[src/rtl/lbus_defines.svh]
`ifndef LBUS_DEFINES_SVH
`define LBUS_DEFINES_SVH
// register byte offsets
`define OFS_CTRL 5'h00
`define OFS_ADDR 5'h04
`define OFS_DATA 5'h08
`define OFS_CMD 5'h0c
`define OFS_STAT 5'h10
`define OFS_QSTAT 5'h14
`define OFS_ACK 5'h18
// control fields
`define CTRL_LVL_HI 3
`define CTRL_ACKC 4
`define CTRL_ACKD 5
`define CTRL_HI 5
// command fields
`define CMD_WR 0
`define CMD_DMA 1
`define CMD_REFRESH_CYCLE_N 2
`define CMD_WS_LO 4
`define CMD_WS_HI 7
// synchroniser lanes
`define SY_IRQ_HI 3
`define SY_RDS 4
`define SY_TEST 5
`define SY_NMI 6
`define SY_W 7
// constants and timing
`define NMI_TYPE 8'h02
`define QS_NOP 2'h0
`define STRAP_SETTLE 8'h04
`define STRAP_CLKOUTS 8'h04
`define ACK_CLKOUTS 8'h01
`define QS_CLKOUTS 8'h01
`endif

[src/rtl/lbus_pkg.sv]
package lbus_pkg;
	// bus states of one cycle, idle between cycles
	typedef enum logic [2:0] {T_IDLE, T_1, T_2, T_3, T_W, T_4} tstate_t;
	typedef struct packed {
		logic [7:0] div;
		logic [3:0] waits;
		tstate_t ts;
	} seq_t;
endpackage

[src/rtl/bus_seq_if.sv]
`timescale 1ns/10ps
`default_nettype none
interface bus_seq_if;
	import lbus_pkg::*;
	logic go;
	logic [3:0] waits;
	tstate_t tstate;
	logic clock_output;
	logic period_end;
	modport ctl(output go, waits, input tstate, clock_output, period_end);
	modport seq(input go, waits, output tstate, clock_output, period_end);
endinterface
`default_nettype wire

[src/rtl/lbus_pins.sv]
// The register offsets and the Avalon-MM register port are this design's own decisions.
`timescale 1ns/10ps
`default_nettype none
`include "lbus_defines.svh"
// Overview of operation
// RQ1: NMI rising edge latched, synchronised, type 2 started at instruction boundary.
// RQ2: source holds NMI high at least one clock-output period.
// RQ3: maskable request inputs are active high and pass a synchroniser.
// RQ4: third and fourth request pins can become active-low acknowledge outputs.
// RQ5: each maskable input is edge or level triggered, chosen per input.
// RQ6: sources keep requests asserted until acknowledged.
// RQ7: upper four address bits driven high-true during T1.
// RQ8: top status line low for processor cycles, high for DMA or refresh.
// RQ9: other three status lines low during T2, T3, wait and T4.
// RQ10: address, status and address/data lines float during hold or reset.
// RQ11: middle address lines carry a valid address from T1 to T4.
// RQ12: low lines carry address in T1 and data in T2 to T4.
// RQ13: refresh indicator high in compatible mode, low per refresh in enhanced.
// RQ14: refresh indicator floats during hold or reset in both modes.
// RQ15: address strobe pulses high; address valid at its falling edge.
// RQ16: write strobe low marks a write; it floats during hold or reset.
// RQ17: in queue status mode strobe pins carry two queue status bits.
// RQ18: queue codes: 00 none, 01 first byte, 11 next byte, 10 emptied.
// RQ19: read strobe pin sampled after reset; low selects queue status mode.
// RQ20: enhanced mode if test high at release and low four periods later.
// RQ21: cycle runs T1, T2, T3, waits, T4, one clock-output period each.
module lbus_pins import lbus_pkg::*; #(parameter int unsigned CLOCK_OUTPUT_DIV = 2) (
	// clock and reset
	input wire logic i_clk,
	input wire logic i_reset,
	// avalon-mm slave
	input wire logic [4:0] i_avs_address,
	input wire logic i_avs_read,
	input wire logic i_avs_write,
	input wire logic [31:0] i_avs_writedata,
	output logic [31:0] o_avs_readdata,
	output logic o_avs_waitrequest,
	// core side
	input wire logic i_instr_boundary,
	input wire logic i_bus_hold,
	output logic o_nmi_start,
	output logic [7:0] o_int_type,
	// interrupt pins
	input wire logic i_nmi_pin,
	input wire logic i_irq_in_a,
	input wire logic i_irq_in_b_or_slave_sel,
	input wire logic i_irq_in_c_or_ack_out_a,
	output logic o_irq_in_c_or_ack_out_a,
	output logic o_irq_in_c_or_ack_out_a_oe,
	input wire logic i_irq_in_d_or_ack_out_b,
	output logic o_irq_in_d_or_ack_out_b,
	output logic o_irq_in_d_or_ack_out_b_oe,
	// mode straps
	input wire logic i_test_pin,
	input wire logic i_read_strobe_or_queue_mode_sel,
	// local bus pins
	output logic o_clock_output,
	output logic [3:0] o_upper_addr_status,
	output logic o_upper_addr_status_oe,
	output logic [7:0] o_mid_addr_line,
	output logic o_mid_addr_line_oe,
	input wire logic [7:0] i_muxed_addr_data_line,
	output logic [7:0] o_muxed_addr_data_line,
	output logic o_muxed_addr_data_line_oe,
	output logic o_refresh_cycle_n,
	output logic o_refresh_cycle_n_oe,
	output logic o_addr_strobe_or_queue_stat0,
	output logic o_write_strobe_or_queue_stat1,
	output logic o_write_strobe_or_queue_stat1_oe
);
	localparam int STRAP_CYC = `STRAP_CLKOUTS * CLOCK_OUTPUT_DIV;
	localparam int ACK_CYC = `ACK_CLKOUTS * CLOCK_OUTPUT_DIV;
	localparam int QS_CYC = `QS_CLKOUTS * CLOCK_OUTPUT_DIV;

	typedef struct packed {
		logic wreq;
		logic [31:0] rdata;
		logic [`CTRL_HI:0] ctrl;
		logic [19:0] addr;
		logic [7:0] wdata;
		logic [7:0] rd_data;
		logic [19:0] cyc_addr;
		logic [7:0] cmd;
		logic go;
		logic busy;
		logic [1:0] qs;
		logic [7:0] qs_cnt;
		logic [3:0] irq_prev;
		logic [3:0] irq_pend;
		logic [1:0] ack_mask;
		logic [7:0] ack_cnt;
		logic nmi_prev;
		logic nmi_latched;
		logic nmi_start;
		logic [7:0] int_type;
		logic [7:0] strap_cnt;
		logic test_first;
		logic enhanced;
		logic queue_mode;
		logic mode_done;
		logic clock_output;
		logic [3:0] upper;
		logic upper_oe;
		logic [7:0] mid;
		logic mid_oe;
		logic [7:0] ad;
		logic ad_oe;
		logic refresh_cycle_n_n;
		logic refresh_cycle_n_oe;
		logic strobe0;
		logic strobe1;
		logic strobe1_oe;
		logic ackc;
		logic ackc_oe;
		logic ackd;
		logic ackd_oe;
	} pins_t;

	pins_t st_reg, st_next;
	logic [`SY_W-1:0] sy;

	bus_seq_if sq();

	// every pin from outside the clock domain passes the same filter
	pin_sync3 #(.W(`SY_W)) u_sync (
		.i_clk(i_clk),
		.i_reset(i_reset),
		.i_async({i_nmi_pin, i_test_pin, i_read_strobe_or_queue_mode_sel,
			i_irq_in_d_or_ack_out_b, i_irq_in_c_or_ack_out_a,
			i_irq_in_b_or_slave_sel, i_irq_in_a}),
		.o_level(sy)
	);

	bus_tstate_seq #(.CLOCK_OUTPUT_DIV(CLOCK_OUTPUT_DIV)) u_seq (
		.i_clk(i_clk),
		.i_reset(i_reset),
		.sq(sq.seq)
	);

	// the sequencer follows the go flag and the wait count of the latched command
	assign sq.go = st_reg.go;
	assign sq.waits = st_reg.cmd[`CMD_WS_HI:`CMD_WS_LO];

	always_comb begin
		logic req;
		logic [3:0] irq_in;
		logic [3:0] ack_clr;
		logic nmi_take;
		logic in_cyc;
		logic data_ph;
		logic is_wr;
		logic hold;
		req = (i_avs_read | i_avs_write) & st_reg.wreq;
		irq_in = '0;
		ack_clr = '0;
		nmi_take = 1'b0;
		in_cyc = (sq.tstate != T_IDLE);
		data_ph = in_cyc && (sq.tstate != T_1);
		is_wr = st_reg.cmd[`CMD_WR];
		hold = i_bus_hold;
		st_next = st_reg;

		// queue code shows for one clock-output period; counted first so a new code wins
		if (st_reg.qs_cnt != 8'h00) begin
			st_next.qs_cnt = st_reg.qs_cnt - 8'h01;
			if (st_reg.qs_cnt == 8'h01) st_next.qs = `QS_NOP; // [RQ18]
		end

		// bus slave: answer one cycle after the request, then rearm
		st_next.wreq = 1'b1;
		if (req) begin
			st_next.wreq = 1'b0;
			if (i_avs_read) begin
				unique case (i_avs_address)
					`OFS_CTRL: st_next.rdata = 32'(st_reg.ctrl);
					`OFS_ADDR: st_next.rdata = 32'(st_reg.addr);
					`OFS_DATA: st_next.rdata = 32'(st_reg.rd_data);
					`OFS_CMD: st_next.rdata = 32'(st_reg.cmd);
					`OFS_STAT: st_next.rdata = 32'({st_reg.mode_done, st_reg.irq_pend,
						st_reg.nmi_latched, st_reg.queue_mode, st_reg.enhanced,
						st_reg.busy});
					`OFS_QSTAT: st_next.rdata = 32'(st_reg.qs);
					default: st_next.rdata = 32'h0000_0000;
				endcase
			end else begin
				st_next.rdata = 32'h0000_0000;
				unique case (i_avs_address)
					`OFS_CTRL: st_next.ctrl = i_avs_writedata[`CTRL_HI:0];
					`OFS_ADDR: st_next.addr = i_avs_writedata[19:0];
					`OFS_DATA: st_next.wdata = i_avs_writedata[7:0];
					`OFS_CMD: begin
						// refused while a cycle runs, while held, or before straps settle
						if (!st_reg.busy && st_reg.mode_done && !hold) begin
							st_next.cmd = i_avs_writedata[7:0];
							st_next.cyc_addr = st_reg.addr;
							st_next.go = 1'b1;
							st_next.busy = 1'b1;
						end
					end
					`OFS_QSTAT: begin
						st_next.qs = i_avs_writedata[1:0]; // [RQ18]
						st_next.qs_cnt = 8'(QS_CYC);
					end
					`OFS_ACK: ack_clr = i_avs_writedata[3:0];
					default: ;
				endcase
			end
		end

		// bus cycle bookkeeping
		if (sq.tstate == T_1) st_next.go = 1'b0;
		if (sq.tstate == T_4 && sq.period_end && !st_reg.go) st_next.busy = 1'b0;
		if ((sq.tstate == T_3 || sq.tstate == T_W) && sq.period_end && !is_wr) begin
			// the last capture before T4 is the one that stands
			st_next.rd_data = i_muxed_addr_data_line; // [RQ12]
		end

		// straps: sample once the filter has filled, then four periods later
		if (!st_reg.mode_done) begin
			st_next.strap_cnt = st_reg.strap_cnt + 8'h01;
			if (st_reg.strap_cnt == `STRAP_SETTLE) begin
				st_next.test_first = sy[`SY_TEST]; // [RQ20]
				st_next.queue_mode = !sy[`SY_RDS]; // [RQ19]
			end
			if (st_reg.strap_cnt == `STRAP_SETTLE + 8'(STRAP_CYC)) begin
				st_next.enhanced = st_reg.test_first && !sy[`SY_TEST]; // [RQ20]
				st_next.mode_done = 1'b1;
			end
		end

		// maskable requests; pins configured as acknowledges read as idle
		irq_in = sy[`SY_IRQ_HI:0]; // [RQ3]
		irq_in[2] = irq_in[2] & !st_reg.ctrl[`CTRL_ACKC]; // [RQ4]
		irq_in[3] = irq_in[3] & !st_reg.ctrl[`CTRL_ACKD]; // [RQ4]
		st_next.irq_prev = irq_in;
		for (int i = 0; i <= `CTRL_LVL_HI; i++) begin
			if (st_reg.ctrl[i]) begin
				// level mode: pending follows the pin
				st_next.irq_pend[i] = irq_in[i]; // [RQ5]
			end else begin
				// edge mode: a new edge beats a clear in the same cycle
				st_next.irq_pend[i] = (irq_in[i] & !st_reg.irq_prev[i]) |
					(st_reg.irq_pend[i] & !ack_clr[i]); // [RQ5]
			end
		end

		// acknowledge pulses, low for one clock-output period
		if (ack_clr[3:2] != 2'h0) begin
			st_next.ack_mask = ack_clr[3:2] & {st_reg.ctrl[`CTRL_ACKD], st_reg.ctrl[`CTRL_ACKC]};
			st_next.ack_cnt = 8'(ACK_CYC);
		end else if (st_reg.ack_cnt != 8'h00) begin
			st_next.ack_cnt = st_reg.ack_cnt - 8'h01;
		end else begin
			st_next.ack_mask = 2'h0;
		end
		st_next.ackc = !(st_reg.ack_mask[0] && st_reg.ack_cnt != 8'h00); // [RQ4]
		st_next.ackc_oe = st_reg.ctrl[`CTRL_ACKC]; // [RQ4]
		st_next.ackd = !(st_reg.ack_mask[1] && st_reg.ack_cnt != 8'h00); // [RQ4]
		st_next.ackd_oe = st_reg.ctrl[`CTRL_ACKD]; // [RQ4]

		// nmi: latch the filtered rise, start at the next boundary
		st_next.nmi_prev = sy[`SY_NMI];
		nmi_take = st_reg.nmi_latched && i_instr_boundary; // [RQ1]
		st_next.nmi_latched = (sy[`SY_NMI] && !st_reg.nmi_prev) ||
			(st_reg.nmi_latched && !nmi_take); // [RQ1]
		st_next.nmi_start = nmi_take;
		if (nmi_take) st_next.int_type = `NMI_TYPE; // [RQ1]

		// pin values; every pin lags the state by one clock so all stay aligned
		st_next.clock_output = sq.clock_output;
		st_next.upper = (sq.tstate == T_1) ? st_reg.cyc_addr[19:16] : // [RQ7]
			{in_cyc && (st_reg.cmd[`CMD_DMA] || st_reg.cmd[`CMD_REFRESH_CYCLE_N]), 3'h0}; // [RQ8] [RQ9]
		st_next.upper_oe = !hold; // [RQ10]
		st_next.mid = st_reg.cyc_addr[15:8]; // [RQ11]
		st_next.mid_oe = !hold; // [RQ10]
		st_next.ad = (sq.tstate == T_1) ? st_reg.cyc_addr[7:0] : st_reg.wdata; // [RQ12]
		// reads leave the low lines to the addressed device after T1
		st_next.ad_oe = !hold && ((sq.tstate == T_1) || (data_ph && is_wr)); // [RQ10] [RQ12]
		st_next.refresh_cycle_n_n = !(st_reg.enhanced && in_cyc && st_reg.cmd[`CMD_REFRESH_CYCLE_N]); // [RQ13]
		st_next.refresh_cycle_n_oe = !hold; // [RQ14]
		if (st_reg.queue_mode) begin
			st_next.strobe0 = st_reg.qs[0]; // [RQ17]
			st_next.strobe1 = st_reg.qs[1]; // [RQ17]
			st_next.strobe1_oe = 1'b1;
		end else begin
			// address is already stable when the first half of T1 ends
			st_next.strobe0 = (sq.tstate == T_1) && sq.clock_output; // [RQ15]
			st_next.strobe1 = !(is_wr && data_ph && sq.tstate != T_4); // [RQ16]
			st_next.strobe1_oe = !hold; // [RQ16]
		end
	end

	// reset floats the bus and sets every strobe inactive
	always_ff @(posedge i_clk) begin
		if (i_reset) begin
			st_reg <= '0;
			st_reg.wreq <= 1'b1;
			st_reg.refresh_cycle_n_n <= 1'b1;
			st_reg.strobe1 <= 1'b1;
			st_reg.ackc <= 1'b1;
			st_reg.ackd <= 1'b1;
		end else begin
			st_reg <= st_next;
		end
	end

	// outputs straight from the state flip-flops
	assign o_avs_readdata = st_reg.rdata;
	assign o_avs_waitrequest = st_reg.wreq;
	assign o_nmi_start = st_reg.nmi_start;
	assign o_int_type = st_reg.int_type;
	assign o_irq_in_c_or_ack_out_a = st_reg.ackc;
	assign o_irq_in_c_or_ack_out_a_oe = st_reg.ackc_oe;
	assign o_irq_in_d_or_ack_out_b = st_reg.ackd;
	assign o_irq_in_d_or_ack_out_b_oe = st_reg.ackd_oe;
	assign o_clock_output = st_reg.clock_output;
	assign o_upper_addr_status = st_reg.upper;
	assign o_upper_addr_status_oe = st_reg.upper_oe;
	assign o_mid_addr_line = st_reg.mid;
	assign o_mid_addr_line_oe = st_reg.mid_oe;
	assign o_muxed_addr_data_line = st_reg.ad;
	assign o_muxed_addr_data_line_oe = st_reg.ad_oe;
	assign o_refresh_cycle_n = st_reg.refresh_cycle_n_n;
	assign o_refresh_cycle_n_oe = st_reg.refresh_cycle_n_oe;
	assign o_addr_strobe_or_queue_stat0 = st_reg.strobe0;
	assign o_write_strobe_or_queue_stat1 = st_reg.strobe1;
	assign o_write_strobe_or_queue_stat1_oe = st_reg.strobe1_oe;

	logic in_cyc_rd;
	assign in_cyc_rd = (sq.tstate != T_IDLE) && !st_reg.cmd[`CMD_WR];
endmodule
`default_nettype wire

[src/rtl/pin_sync3.sv]
`timescale 1ns/10ps
`default_nettype none
module pin_sync3 #(parameter int unsigned W = 1) (
	// clock and reset
	input wire logic i_clk,
	input wire logic i_reset,
	// raw pins and filtered levels
	input wire logic [W-1:0] i_async,
	output logic [W-1:0] o_level
);
	typedef struct packed {
		logic [W-1:0] s1;
		logic [W-1:0] s2;
		logic [W-1:0] s3;
		logic [W-1:0] q;
	} sync_t;
	sync_t st_reg, st_next;
	// s1 feeds only s2; the level moves once s2 and s3 agree
	always_comb begin
		st_next.s1 = i_async;
		st_next.s2 = st_reg.s1;
		st_next.s3 = st_reg.s2;
		st_next.q = (st_reg.s2 & st_reg.s3) | (st_reg.q & (st_reg.s2 ^ st_reg.s3)); // [RQ3]
	end
	always_ff @(posedge i_clk) begin
		if (i_reset) st_reg <= '0;
		else st_reg <= st_next;
	end
	assign o_level = st_reg.q;
endmodule
`default_nettype wire

[src/rtl/bus_tstate_seq.sv]
`timescale 1ns/10ps
`default_nettype none
module bus_tstate_seq import lbus_pkg::*; #(parameter int unsigned CLOCK_OUTPUT_DIV = 2) (
	// clock and reset
	input wire logic i_clk,
	input wire logic i_reset,
	// sequencer side of the state link
	bus_seq_if.seq sq
);
	seq_t st_reg, st_next;
	logic pend;
	assign pend = (st_reg.div == 8'(CLOCK_OUTPUT_DIV - 1));
	// every state of a bus cycle lasts one clock-output period
	always_comb begin
		st_next = st_reg;
		st_next.div = pend ? 8'h00 : st_reg.div + 8'h01;
		if (pend) begin
			unique case (st_reg.ts)
				T_IDLE: if (sq.go) st_next.ts = T_1; // [RQ21]
				T_1: begin
					st_next.ts = T_2;
					st_next.waits = sq.waits;
				end
				T_2: st_next.ts = T_3;
				T_3, T_W: begin
					// waits are counted down before T4
					if (st_reg.waits != 4'h0) begin
						st_next.ts = T_W;
						st_next.waits = st_reg.waits - 4'h1;
					end else begin
						st_next.ts = T_4; // [RQ21]
					end
				end
				T_4: st_next.ts = sq.go ? T_1 : T_IDLE;
			endcase
		end
	end
	always_ff @(posedge i_clk) begin
		if (i_reset) st_reg <= '{div: 8'h00, waits: 4'h0, ts: T_IDLE};
		else st_reg <= st_next;
	end
	assign sq.tstate = st_reg.ts;
	assign sq.clock_output = (st_reg.div < 8'(CLOCK_OUTPUT_DIV / 2));
	assign sq.period_end = pend;
endmodule
`default_nettype wire

[config.mk]
export PLATFORM = sky130hd
export DESIGN_NAME = lbus_pins
export DESIGN_NICKNAME = d
export VERILOG_FILES = /design/src/rtl/lbus_pkg.sv /design/src/rtl/bus_seq_if.sv /design/src/rtl/lbus_pins.sv /design/src/rtl/pin_sync3.sv /design/src/rtl/bus_tstate_seq.sv
export VERILOG_INCLUDE_DIRS = /design/src /design/src/rtl
export SDC_FILE = /design/constraint.sdc
export NUM_CORES = 1
export LEC_CHECK = 0
export CAP_MARGIN = 20
export CORE_ASPECT_RATIO = 1.5
export CORE_MARGIN = 3
export CORE_UTILIZATION = 57
export DETAILED_ROUTE_END_ITERATION = 8
export DONT_BUFFER_PORTS = 1
export PLACE_DENSITY = 0.77
export SETUP_SLACK_MARGIN = 0.02
export SYNTH_ARGS = -nofsm -noshare
export SYNTH_HDL_FRONTEND = slang
export SYNTH_SLANG_ARGS = --single-unit
export TNS_END_PERCENT = 1
[constraint.sdc]
create_clock -name i_clk -period 1.65 [get_ports i_clk]
set_input_delay 0.33 -clock i_clk [delete_from_list [all_inputs] [get_ports i_clk]]
set_output_delay 0.33 -clock i_clk [all_outputs]
set_load 0.05 [all_outputs]
; After elaboration in Yosys (flattened, before gate mapping)
; Index checks and enable logic that the tools add are counted.
[classes]
bitwise_logic = 24
reduce_logical = 69
n_mux = 33
addsub = 5
eq_ne = 20
order_cmp = 1
[op_table]
columns = operator, n
row1 = 20-bit case mux with 6 select lines, 1
row2 = 67-bit 2-to-1 mux, 1
row3 = 10-bit 2-to-1 mux, 5
row4 = 34-bit 2-to-1 mux, 1
row5 = 32-bit 2-to-1 mux, 1
row6 = 8-bit 2-to-1 mux, 3
row7 = 1-bit logical NOT, 22
row8 = 1-bit logical AND, 20
row9 = 20-bit 2-to-1 mux, 1
row10 = 4-bit 2-to-1 mux, 5
row11 = 8-bit by 1-bit adder with 8-bit output (second input constant), 2
row12 = 8-bit by 1-bit == test with 1-bit output (second input constant), 2
row13 = 8-bit nonzero test, 2
row14 = 8-bit by 1-bit subtractor with 8-bit output (second input constant), 2
row15 = 5-bit == test (second input constant), 3
row16 = 3-bit case mux with 5 select lines, 1
row17 = 7-bit bitwise AND, 2
row18 = 3-bit AND reduction, 4
row19 = 2-bit OR reduction, 6
row20 = 1-bit bitwise AND, 11
row21 = 5-bit by 4-bit == test with 1-bit output (second input constant), 2
row22 = 8-bit by 3-bit == test with 1-bit output (second input constant), 1
row23 = 8-bit by 4-bit == test with 1-bit output (second input constant), 1
row24 = 8-bit by 1-bit less-than comparator with 1-bit output (second input constant), 1
row25 = other kinds (27), 52
[totals]
regBits = 223
out_inout_bits = 75

; Longest topological paths before layout
; Gate-level depths: netlist (run 1).
[logic_depth]
word_depth = 8
ltp_mapped = 7
ltp_nobuf = 7

; Cells and area by module
; From an unflattened synthesis (run 1), not the netlist that was laid out.
[hier_totals]
cells_unflattened = 934
hier_area_um2 = 8894.8
[modules_own_cells]
columns = mod, n_inst, seq_area_each_um2, cells_each, area_each_um2
row1 = lbus_pins, 1, 3363.2, 749, 6967.9
row2 = pin_sync3, 1, 560.5, 80, 992.2
row3 = bus_tstate_seq, 1, 300.3, 105, 934.6

; Worst setup path before layout (run 1)
; Ideal clock, no wire load.
[synth_timing]
path_kind = reg2reg
start = register st_reg (netlist bit o_avs_waitrequest)
end = register st_reg (netlist bit st_next[2])
synth_period_minus_slack_ns = 2.006
path_buffers = 0
stages_incl_launch_ff = 6
t_required_ns = 1.522
arrival_time_ns = 1.879
slack_ns = -0.356
setup_time_ns = 0.128
cell_sequence = dfxtp_1 nand2_1 or3_4 nor3_4 mux2i_1 nor2_1
[synth_between]
elab_chain_len = 2
[synth_rtl]
columns = item, line
row1 = start: declaration, lbus_pins.sv:119  ; pins_t st_reg, st_next;
row2 = start signal: assignment, lbus_pins.sv:303  ; st_reg <= st_next;
row3 = 1-bit bitwise AND, lbus_pins.sv:153  ; req = (i_avs_read | i_avs_write) & st_reg.wreq;
row4 = 3-bit AND reduction (no source line), n/a
; No other way between the ends.
; A chain may end at the register's enable or synchronous reset.

; Worst setup path after layout (run 1)
[layout_timing]
start = register st_reg[37] (netlist name)
end = register st_reg[36] (netlist name)
[layout_between]
elab_chain_len = 2
[layout_rtl]
columns = item
row1 = 8-bit by 3-bit == test with 1-bit output (no source line)
row2 = 2-bit AND reduction (no source line)
; No other way between the ends.

==> reports/metrics.csv, run 1 <==
metric,value,unit
maximum root-to-sink buffer count,3,
TritonCTS Buffers,20,
slew margin rel.,62.7,%
post-synthesis instance area,8590,um^2
Psw,2990,uW
failing checks,"negative hold slack, negative setup slack",
CP max FO,5,
DR DRC count,0,
All-Layer GR Usage,23.6,%
"Area growth, synth to finish",19.8,%
Max Slew Vio Count,0,
Core Area,14700,um^2
crit-path max cell delay,470,ps
status,"complete, but fails checks",
clock sinks,211,
Total Die Area,16600,um^2
Leakage,0.00401,uW
number of max-cap violations,0,
drt pass-1 iters,5,
worst endpoint required time,2030,ps
GR Overflow Total,0,
Worst Setup SP,st_reg[37]$_SDFFE_PP0N_,
Inserted Diodes,0,
clk_skew,16.1,ps
Yosys reg bits,211,
root buf cell,clkbuf_16,
via density per instance,5.47,
post-synthesis sequential area ratio,49.2,%
Sw Ratio,25.2,%
Largest register FFs,99,
syn_area_per_cell,8.70,um^2
worst skew pair latency,510,ps
RSZ-0062 raised after global routing,true,
fmax,566,MHz
Syn Inst Count,988,
final setup vio count,3,
fin nets,1124,
clock-pin slew on the worst setup and hold paths,60,ps
FF-to-FF Start,st_reg[37]$_SDFFE_PP0N_,
crit end category,flop,
PortBufs,0,
Starting Density,58.6,%
Fin. Hold Viols,18,
crit-path most repeated cell,nand2_1,
top cell type by total area after synthesis,dfxtp_1,
crit path launch type,flop,
yosys warns,0,
Netlist cell types,57,
initial antenna violation count,0,
Detail Placement HPWL,12900,um
Gate power share,14.7,%
worst setup path class,flop to flop,
Async SR Flop Fraction,0,%
hold slack,-81.6,ps
worst path bufs/invs,2,
cell-by-cell trace of the critical path,inv_2 -> ha_4 -> or4b_4 -> nor3b_4 -> buf_4 -> nand2_1 -> nand2_1 -> a21oi_2,
routability cong.,0.896,
fin crit share,107,%
Peak VDD IR,827,uV
final worst path period need,1770,ps
Pwr Density,1150,nW/um^2
DP Cell Count,1153,
largest cells by area after synthesis,"dfxtp_1, nand2_1, a21oi_1",
R2R Setup Slk,-120,ps
num ports,133,
min setup slack post-route,-116,ps
"antenna viol nets, final",0,
CTS tree,done,
Synth Flop Type,dfxtp_1,
Hold EP,u_seq.sq.tstate[2]$_SDFFE_PP0P_,
Seq pwr share,46.7,%
min-delay worst type,input pin to flop,
drt wl/cell,16.3,um
kind of cell adding the most delay to the critical path,simple AND/OR/NAND/NOR gates,
Hold Crit Start,i_reset,
first-pass GRT wire length,31700,um
RR Endpoint,st_reg[36]$_SDFFE_PP0P_,
DR iter-0 viols,432,
hold path cells,1,
final cell count without fillers,1258,
# rows,54,
Detailed Route WL,20500,um
Int Pwr,8890,uW
clock share of power,38.6,%
H-Tree Depth,1,
Post-CTS Setup Inserts,0,
largest net degree at the start of global routing,190,
chip height,156,um
layout cells sized above 1,13.9,%
share of Yosys cell area claimed by the top area cell type,49.2,%
Final Util,70.2,%
Die W,106,um
"EDFF count, synth",0,
Slowest cell on crit path,or4b_4,
Worst Path Arrival,2140,ps
slew of the pin with the lowest slew margin,558,ps
FF-to-FF path depth,8,
vias,6882,
vias in the first global route,6560,
==> placed cells by master (no fill, tap or decap), types with 4 or more instances in the layout <==
| cell type | instances |
|---|---|
| clkbuf_16 | 20 |
| clkbuf_1 | 7 |
| a21oi_1 | 97 |
| mux2i_1 | 24 |
| ha_1 | 16 |
| xor2_1 | 12 |
| dfxtp_2 | 5 |
| a32o_1 | 4 |
| or3_4 | 4 |
| conb_1 | 19 |
| o21ai_0 | 23 |
| buf_12 | 5 |
| nor3b_1 | 6 |
| nor2b_1 | 44 |
| nand2_1 | 170 |
| nand3b_1 | 4 |
| buf_4 | 56 |
| a21oi_2 | 6 |
| nand2b_1 | 11 |
| nor2_1 | 88 |
| nand3_1 | 20 |
| xnor2_1 | 10 |
| dlygate4sd3_1 | 70 |
| a22oi_1 | 16 |
| inv_1 | 18 |
| dfxtp_1 | 206 |
| mux2_2 | 7 |
| or2_2 | 4 |
| nor3_1 | 15 |
==> routing by layer <==
| layer | vias to the layer above | routed length, um | GRT usage (%) |
|---|---|---|---|
| met3 | 60 | 1150 | 4.13 |
| met5 | - | 0 | 0 |
| li1 | 3350 | - | - |
| met2 | 192 | 10700 | 42.3 |
| met4 | 0 | 879 | 11.7 |
| met1 | 3280 | 7760 | 26.9 |
==> area by class of cell <==
| type | count | area (um^2) |
|---|---|---|
| timing repair buffer | 133 | 1240 |
| clock inverter | 5 | 86.3 |
| multi-input combinational | 663 | 3840 |
| sequential | 211 | 4230 |
| inverter | 20 | 75.1 |
| fill | 1094 | 4370 |
| tap | 196 | 245 |
| clock buffer | 30 | 568 |
==> kinds of logic after synthesis <==
group / share of synthesized area (%)
adder cells (fa/ha/maj): 2.48
XOR/XNOR: 2.24
flip-flops: 49.2
buffers and inverters: 8.64
other: 0.0436
multiplexers: 3.71
AND/OR/NAND/NOR: 22.3
AO/OA/AOI/OAI: 11.4
==> cells in the mapped netlist, types with 2 or more instances <==
master     number
a31oi_1         2
nor3_2          3
a22o_1          2
nor3b_1         8
nand2b_1       11
clkbuf_1       36
or2_2           4
nand3_1        22
or3_1           5
o211ai_1        2
mux2i_1        24
mux2_2          7
dfxtp_1       211
or3_4           2
xnor2_1        10
a22oi_1        16
xor2_1         12
a32o_1          4
buf_2          11
nor2b_1        44
and3_1          4
ha_1           17
nand3b_1        4
a221oi_1        2
a21oi_1       103
nor4_1          6
a222oi_1        2
buf_1           3
inv_1          20
nor3_1         17
nor2_1         89
buf_4          62
o21ai_0        26
nand2_1       173
a2bb2oi_1       2
==> worst max-delay path by stage <==
stage                               end  slack, ps  depth (start not counted)
6_report        st_reg[36]$_SDFFE_PP0P_       -120                          8
5_1_grt         st_reg[36]$_SDFFE_PP0P_       -160                          8
4_1_cts         st_reg[36]$_SDFFE_PP0P_        -60                          8
3_5_place_dp   st_reg[138]$_SDFFE_PP0P_       -120                          6
3_3_place_gp   st_reg[152]$_SDFFE_PP0P_        -80                          6
2_1_floorplan   st_next[2]$_SDFFE_PP0P_       -140                          5
==> power by group through the flow <==
stage / sequential, uW / combinational, uW / clock [uW]
after global routing: 5570 / 1950 / 4880
final: 5540 / 1750 / 4590
after global placement: 5620 / 1480 / 0
after CTS: 5520 / 1640 / 4650
after floorplan: 5610 / 1230 / 0
after detailed placement: 5630 / 1540 / 0
==> repair_timing <==
action	4_1_cts	5_1_grt
gates resized for setup	19	25
hold buffers	54	16
setup endpoints to repair	24	42
hold endpoints to repair	182	106
pin swaps	7	13
==> through the flow <==
stage          TNS, ps  total power [uW]  cell area (um^2)  hold slack [ps]  setup WS, ps
2_1_floorplan    -3190              6840              8660              358          -135
3_3_place_gp     -3510              7100              8780              371         -75.1
3_5_place_dp     -4870              7170              8780              383          -118
4_1_cts          -57.4             11800             10000            -92.0         -57.4
5_1_grt           -755             12400             10300            -92.0          -157
6_report          -173             11900             10300            -81.6          -116
Power figures use the tool's default switching activity.
==> run 2: changes to the inputs <==
ABC_AREA = 1   (was default)
==> run 2 against run 1 <==
  * Design area shrank 4.5%
  * Synthesized cell count grew 18%
  * Sequential power fell by 0.9%
  * Synthesized area increased by 2.5%
  * Via count grew 2.8%
  * The run now ends clean
  * Critical path type unchanged
==> reports/metrics.csv, run 2 <==
metric,value,unit
initial antenna violation count,1,
"EDFF count, synth",0,
final cell count without fillers,1390,
final setup vio count,0,
Fin. Hold Viols,0,
clock-pin slew on the worst setup and hold paths,60,ps
Worst Path Arrival,1910,ps
Core Area,15100,um^2
vias in the first global route,6610,
# rows,55,
DR iter-0 viols,503,
drt pass-1 iters,5,
root buf cell,clkbuf_16,
crit path launch type,flop,
top-count cell post-synth,dfxtp_1,
GR Overflow Total,0,
slew margin rel.,62.3,%
Yosys reg bits,211,
met2 Track Usage GR,42.9,%
vias,7078,
via density per instance,5.09,
Netlist cell types,40,
clk_skew,11.5,ps
Synth Flop Type,dfxtp_1,
worst skew pair latency,500,ps
fin crit share,92.4,%
All-Layer GR Usage,23.2,%
Detail Placement HPWL,13800,um
syn_area_per_cell,7.53,um^2
"Cell Area, Placed",8720,um^2
cell-by-cell trace of the critical path,inv_1 -> nor3_4 -> nand3_4 -> buf_4 -> nor2_1 -> nor2_1,
worst setup path class,flop to flop,
share of Yosys cell area claimed by the top area cell type,48.0,%
hold slack,10.6,ps
total negative slack,0,ps
worst endpoint required time,2030,ps
maximum root-to-sink buffer count,3,
slew of the pin with the lowest slew margin,564,ps
# fillers,1318,
Psw,3100,uW
Post-CTS Setup Inserts,0,
CTS tree,done,
chip height,158,um
routability cong.,0.919,
Inserted Diodes,0,
Leakage,0.00440,uW
Starting Density,58.2,%
final worst path period need,1520,ps
Total Die Area,17000,um^2
crit-path most repeated cell,nor2_1,
status,finished clean,
Async SR Flop Fraction,0,%
layout cells sized above 1,8.65,%
yosys warns,0,
clock share of power,39.7,%
Detailed Route WL,20200,um
Max Slew Vio Count,0,
Gate power share,13.6,%
number of max-cap violations,0,
CP max FO,20,
crit end category,flop,
"Area growth, synth to finish",11.6,%
drt wl/cell,14.6,um
crit-path max cell delay,320,ps
fin area,9830,um^2
RSZ-0062 raised after global routing,true,
DR DRC count,0,
worst path bufs/invs,2,
Peak VDD IR,942,uV
Largest register FFs,99,
PortBufs,0,
min-delay worst type,input pin to flop,
Int Pwr,8660,uW
"top cells by count, synth","dfxtp_1, nor2_1, nand2_1",
Slowest cell on crit path,dfxtp_1,
largest cells by area after synthesis,"dfxtp_1, nor2_1, nand2_1",
met3 global-route usage,5.18,%
Seq pwr share,46.7,%
"Most Used Layer, Global Route",met2,
clock sinks,211,
first-pass GRT wire length,31800,um
Sw Ratio,26.4,%
met1 usage,25.6,%
Die W,107,um
post-synthesis instance area,8810,um^2
kind of cell adding the most delay to the critical path,simple AND/OR/NAND/NOR gates,
min setup slack post-route,126,ps
Pwr Density,1200,nW/um^2
num ports,133,
H-Tree Depth,1,
DP Cell Count,1315,
fin nets,1252,
pre-CTS setup slack,67.5,ps
largest net degree at the start of global routing,68,
most frequent cells in the layout,"dfxtp_1, nor2_1, nand2_1",
top cell type by total area after synthesis,dfxtp_1,
fmax,656,MHz
"antenna viol nets, final",0,
post-synthesis sequential area ratio,48.0,%
"most common cell after layout, fill and taps aside",dfxtp_1,
TritonCTS Buffers,20,
Syn Inst Count,1169,
-- run 2: power by group through the flow --
stage	registers (uW)	clock network, uW	logic, uW
after floorplan	5580	0	1270
after global placement	5600	0	1440
after detailed placement	5600	0	1490
after CTS	5490	4730	1590
after global routing	5520	4970	1830
final	5490	4670	1600
-- run 2: stage by stage --
step	utilization [%]	power, uW
after floorplan	-	6860
after global placement	57.6	7040
after detailed placement	57.6	7100
after CTS	64.6	11800
after global routing	64.9	12300
final	64.9	11800
-- run 2: final timing paths --
check	startpoint	to	slack [ps]	cells after the start
hold / removal	i_avs_writedata[1]	st_reg[87]$_SDFFE_PP0P_	10	2
setup reg to reg	st_reg[33]$_SDFF_PP0_	st_reg[100]$_SDFFE_PP0P_	130	6
hold reg to reg	u_sync.st_next[20]$_SDFF_PP0_	u_sync.st_next[13]$_SDFF_PP0_	400	2
setup / recovery	st_reg[33]$_SDFF_PP0_	st_reg[100]$_SDFFE_PP0P_	130	6
-- run 2: repair_timing --
action,in CTS,in global routing
hold buffers,37,2
gates resized for setup,0,10
endpoints found under the setup margin,0,18
hold endpoints to repair,98,2
-- run 2: per-layer routing --
metal | vias to the layer above | part of all wire, %
met2 | 184 | 52
met4 | 2 | 3.3
li1 | 3606 | -
met3 | 46 | 5.9
met5 | - | 0.064
met1 | 3240 | 38
-- run 2: logic make-up (layout without fill, tap and decap cells) --
family	Yosys count	count (layout)	share of synthesized area [%]
and+or+nand+nor	501	501	24.2
other	1	19	0.0426
adders and majority gates	17	17	2.42
buffers and inverters	256	260	14.1
DFF	211	211	48.0
AOI/OAI and AO/OA	173	173	10.2
xor gates and xnor gates	10	10	0.995
-- run 2: layout make-up --
cell class | count | area, um^2 | share of cell area (%)
inverter | 152 | 571 | 5.80
tap | 199 | 249 | 2.53
sequential | 211 | 4230 | 43.0
clock buffer | 26 | 564 | 5.74
timing repair buffer | 72 | 681 | 6.92
multi-input combinational | 720 | 3430 | 34.9
clock inverter | 10 | 108 | 1.09
==> run 3: changes to the inputs <==
CORE_MARGIN = default   (was 3)
MAX_ROUTING_LAYER = met4   (was default)
==> run 3 against run 2 <==
  * Routed wire length decreased by 3.9%
  * Non-clock buffer count is 8 lower
  * Clock skew up 5.1 ps
  * Fmax is 1.3% higher
  * Largest cell class unchanged
==> reports/metrics.csv, run 3 (synthesis results as in run 2) <==
metric,value,unit
status,finished clean,
Max Used Layer,met4,
All-Layer GR Usage,25.5,%
clk_skew,16.6,ps
Hold Crit Start,i_avs_writedata[0],
met3 routed WL,1170,um
Fin. Hold Viols,0,
DR iter-0 viols,365,
# rows,55,
fin crit share,91.2,%
Max Slew Vio Count,0,
Largest register FFs,99,
final setup vio count,0,
chip height,154,um
min-delay worst type,input pin to flop,
# fillers,1257,
DR WL met2,9750,um
routability cong.,0.990,
root buf cell,clkbuf_16,
kind of cell adding the most delay to the critical path,buffers and inverters,
worst skew pair latency,500,ps
crit end category,output port,
worst endpoint required time,1320,ps
min setup slack post-route,145,ps
PortBufs,0,
number of max-cap violations,0,
DR DRC count,0,
worst setup path class,flop to output port,
Inserted Diodes,0,
hold slack,8.69,ps
first-pass GRT wire length,31100,um
CP endpoint,o_mid_addr_line_oe,
RR Endpoint,st_reg[63]$_SDFFE_PP0N_,
"most common cell after layout, fill and taps aside",dfxtp_1,
CTS tree,done,
WP depth,1,
DP Cell Count,1307,
Peak VDD IR,845,uV
H-Tree Depth,1,
num ports,133,
initial antenna violation count,0,
drt pass-1 iters,5,
Detail Placement HPWL,13300,um
Worst Setup SP,o_refresh_cycle_n_oe$_SDFF_PP0_,
"Area growth, synth to finish",10.7,%
drt wl/cell,14.1,um
Slowest cell on crit path,buf_4,
crit path launch type,flop,
Starting Density,58.4,%
slew of the pin with the lowest slew margin,557,ps
Power Total,11600,uW
final cell count without fillers,1381,
Die W,103,um
slew margin rel.,62.8,%
vias,7082,
Worst Path Arrival,1170,ps
RSZ-0062 raised after global routing,true,
CP max FO,3,
vias in the first global route,6706,
pre-CTS setup slack,78.9,ps
final worst path period need,1500,ps
largest net degree at the start of global routing,69,
clock-pin slew on the worst setup and hold paths,60,ps
fin nets,1244,
layout cells sized above 1,7.87,%
WL met1,7450,um
maximum root-to-sink buffer count,3,
R2R Setup Slk,150,ps
Final Util,64.7,%
worst path bufs/invs,1,
via density per instance,5.13,
most frequent cells in the layout,"dfxtp_1, nor2_1, nand2_1",
Leakage,0.00436,uW
fmax,664,MHz
clock sinks,211,
FF-to-FF path depth,6,
FF-to-FF Start,o_avs_waitrequest$_SDFF_PP1_,
Pwr Density,1190,nW/um^2
Total Die Area,16000,um^2
cell-by-cell trace of the critical path,buf_4,
crit-path max cell delay,370,ps
Detailed Route WL,19500,um
Post-CTS Setup Inserts,0,
TritonCTS Buffers,20,
GR Overflow Total,0,
"antenna viol nets, final",0,
Core Area,15100,um^2
run 3: cell count changes in the layout (fill, tap and decap cells not counted), moves of 2 or more:
cell | before | now
buf_4 | 31 | 22
clkinvlp_4 | 3 | 0
clkbuf_8 | 2 | 4
o21ai_0 | 65 | 67
o21ai_1 | 16 | 14
run 3: where the power goes:
part	total, uW	internal [uW]	leakage, uW	switching [uW]
sequential	5490	5330	0.00171	168
combinational	1620	605	0.00233	1010
clock	4480	2580	0.000324	1900
run 3: how the worst min path moves through the flow:
| stage | endpoint | slack, ps | cells after the start |
|---|---|---|---|
| CTS | st_reg[87]$_SDFFE_PP0P_ | 2 | 2 |
| detailed placement | u_sync.st_next[13]$_SDFF_PP0_ | 390 | 2 |
| global route | o_upper_addr_status[3]$_SDFF_PP0_ | 7 | 1 |
| finish | st_reg[122]$_SDFFE_PP0P_ | 9 | 2 |
| global placement | u_sync.st_next[13]$_SDFF_PP0_ | 390 | 2 |
| floorplan | u_sync.st_next[10]$_SDFF_PP0_ | 390 | 2 |
run 3: metal layers:
metal | global-route usage (%) | up-vias
met4 | 13.8 | 0
met3 | 5.02 | 70
met1 | 27.6 | 3218
met2 | 43.0 | 204
met5 | - | -
li1 | - | 3590
run 3: metrics by stage:
stage,TNS (ps),cell area (um^2)
floorplan,0,8870
global placement,0,8680
detailed placement,0,8680
CTS,0,9730
global route,-12.4,9750
finish,0,9750
run 3: repair_timing:
| item | CTS | global route |
|---|---|---|
| gates resized for setup | 0 | 7 |
| hold endpoints to repair | 102 | 0 |
| endpoints found under the setup margin | 0 | 17 |
| hold buffers | 39 | 0 |
run 3: layout make-up:
| cell class | instances | area (um^2) | area share, % |
|---|---|---|---|
| Tap cell | 199 | 249 | 2.55 |
| Sequential cell | 211 | 4230 | 43.3 |
| Multi-Input combinational cell | 720 | 3420 | 35.1 |
| Inverter | 152 | 573 | 5.88 |
| Clock inverter | 8 | 80.1 | 0.821 |
| Clock buffer | 27 | 567 | 5.81 |
| Timing Repair Buffer | 64 | 633 | 6.49 |
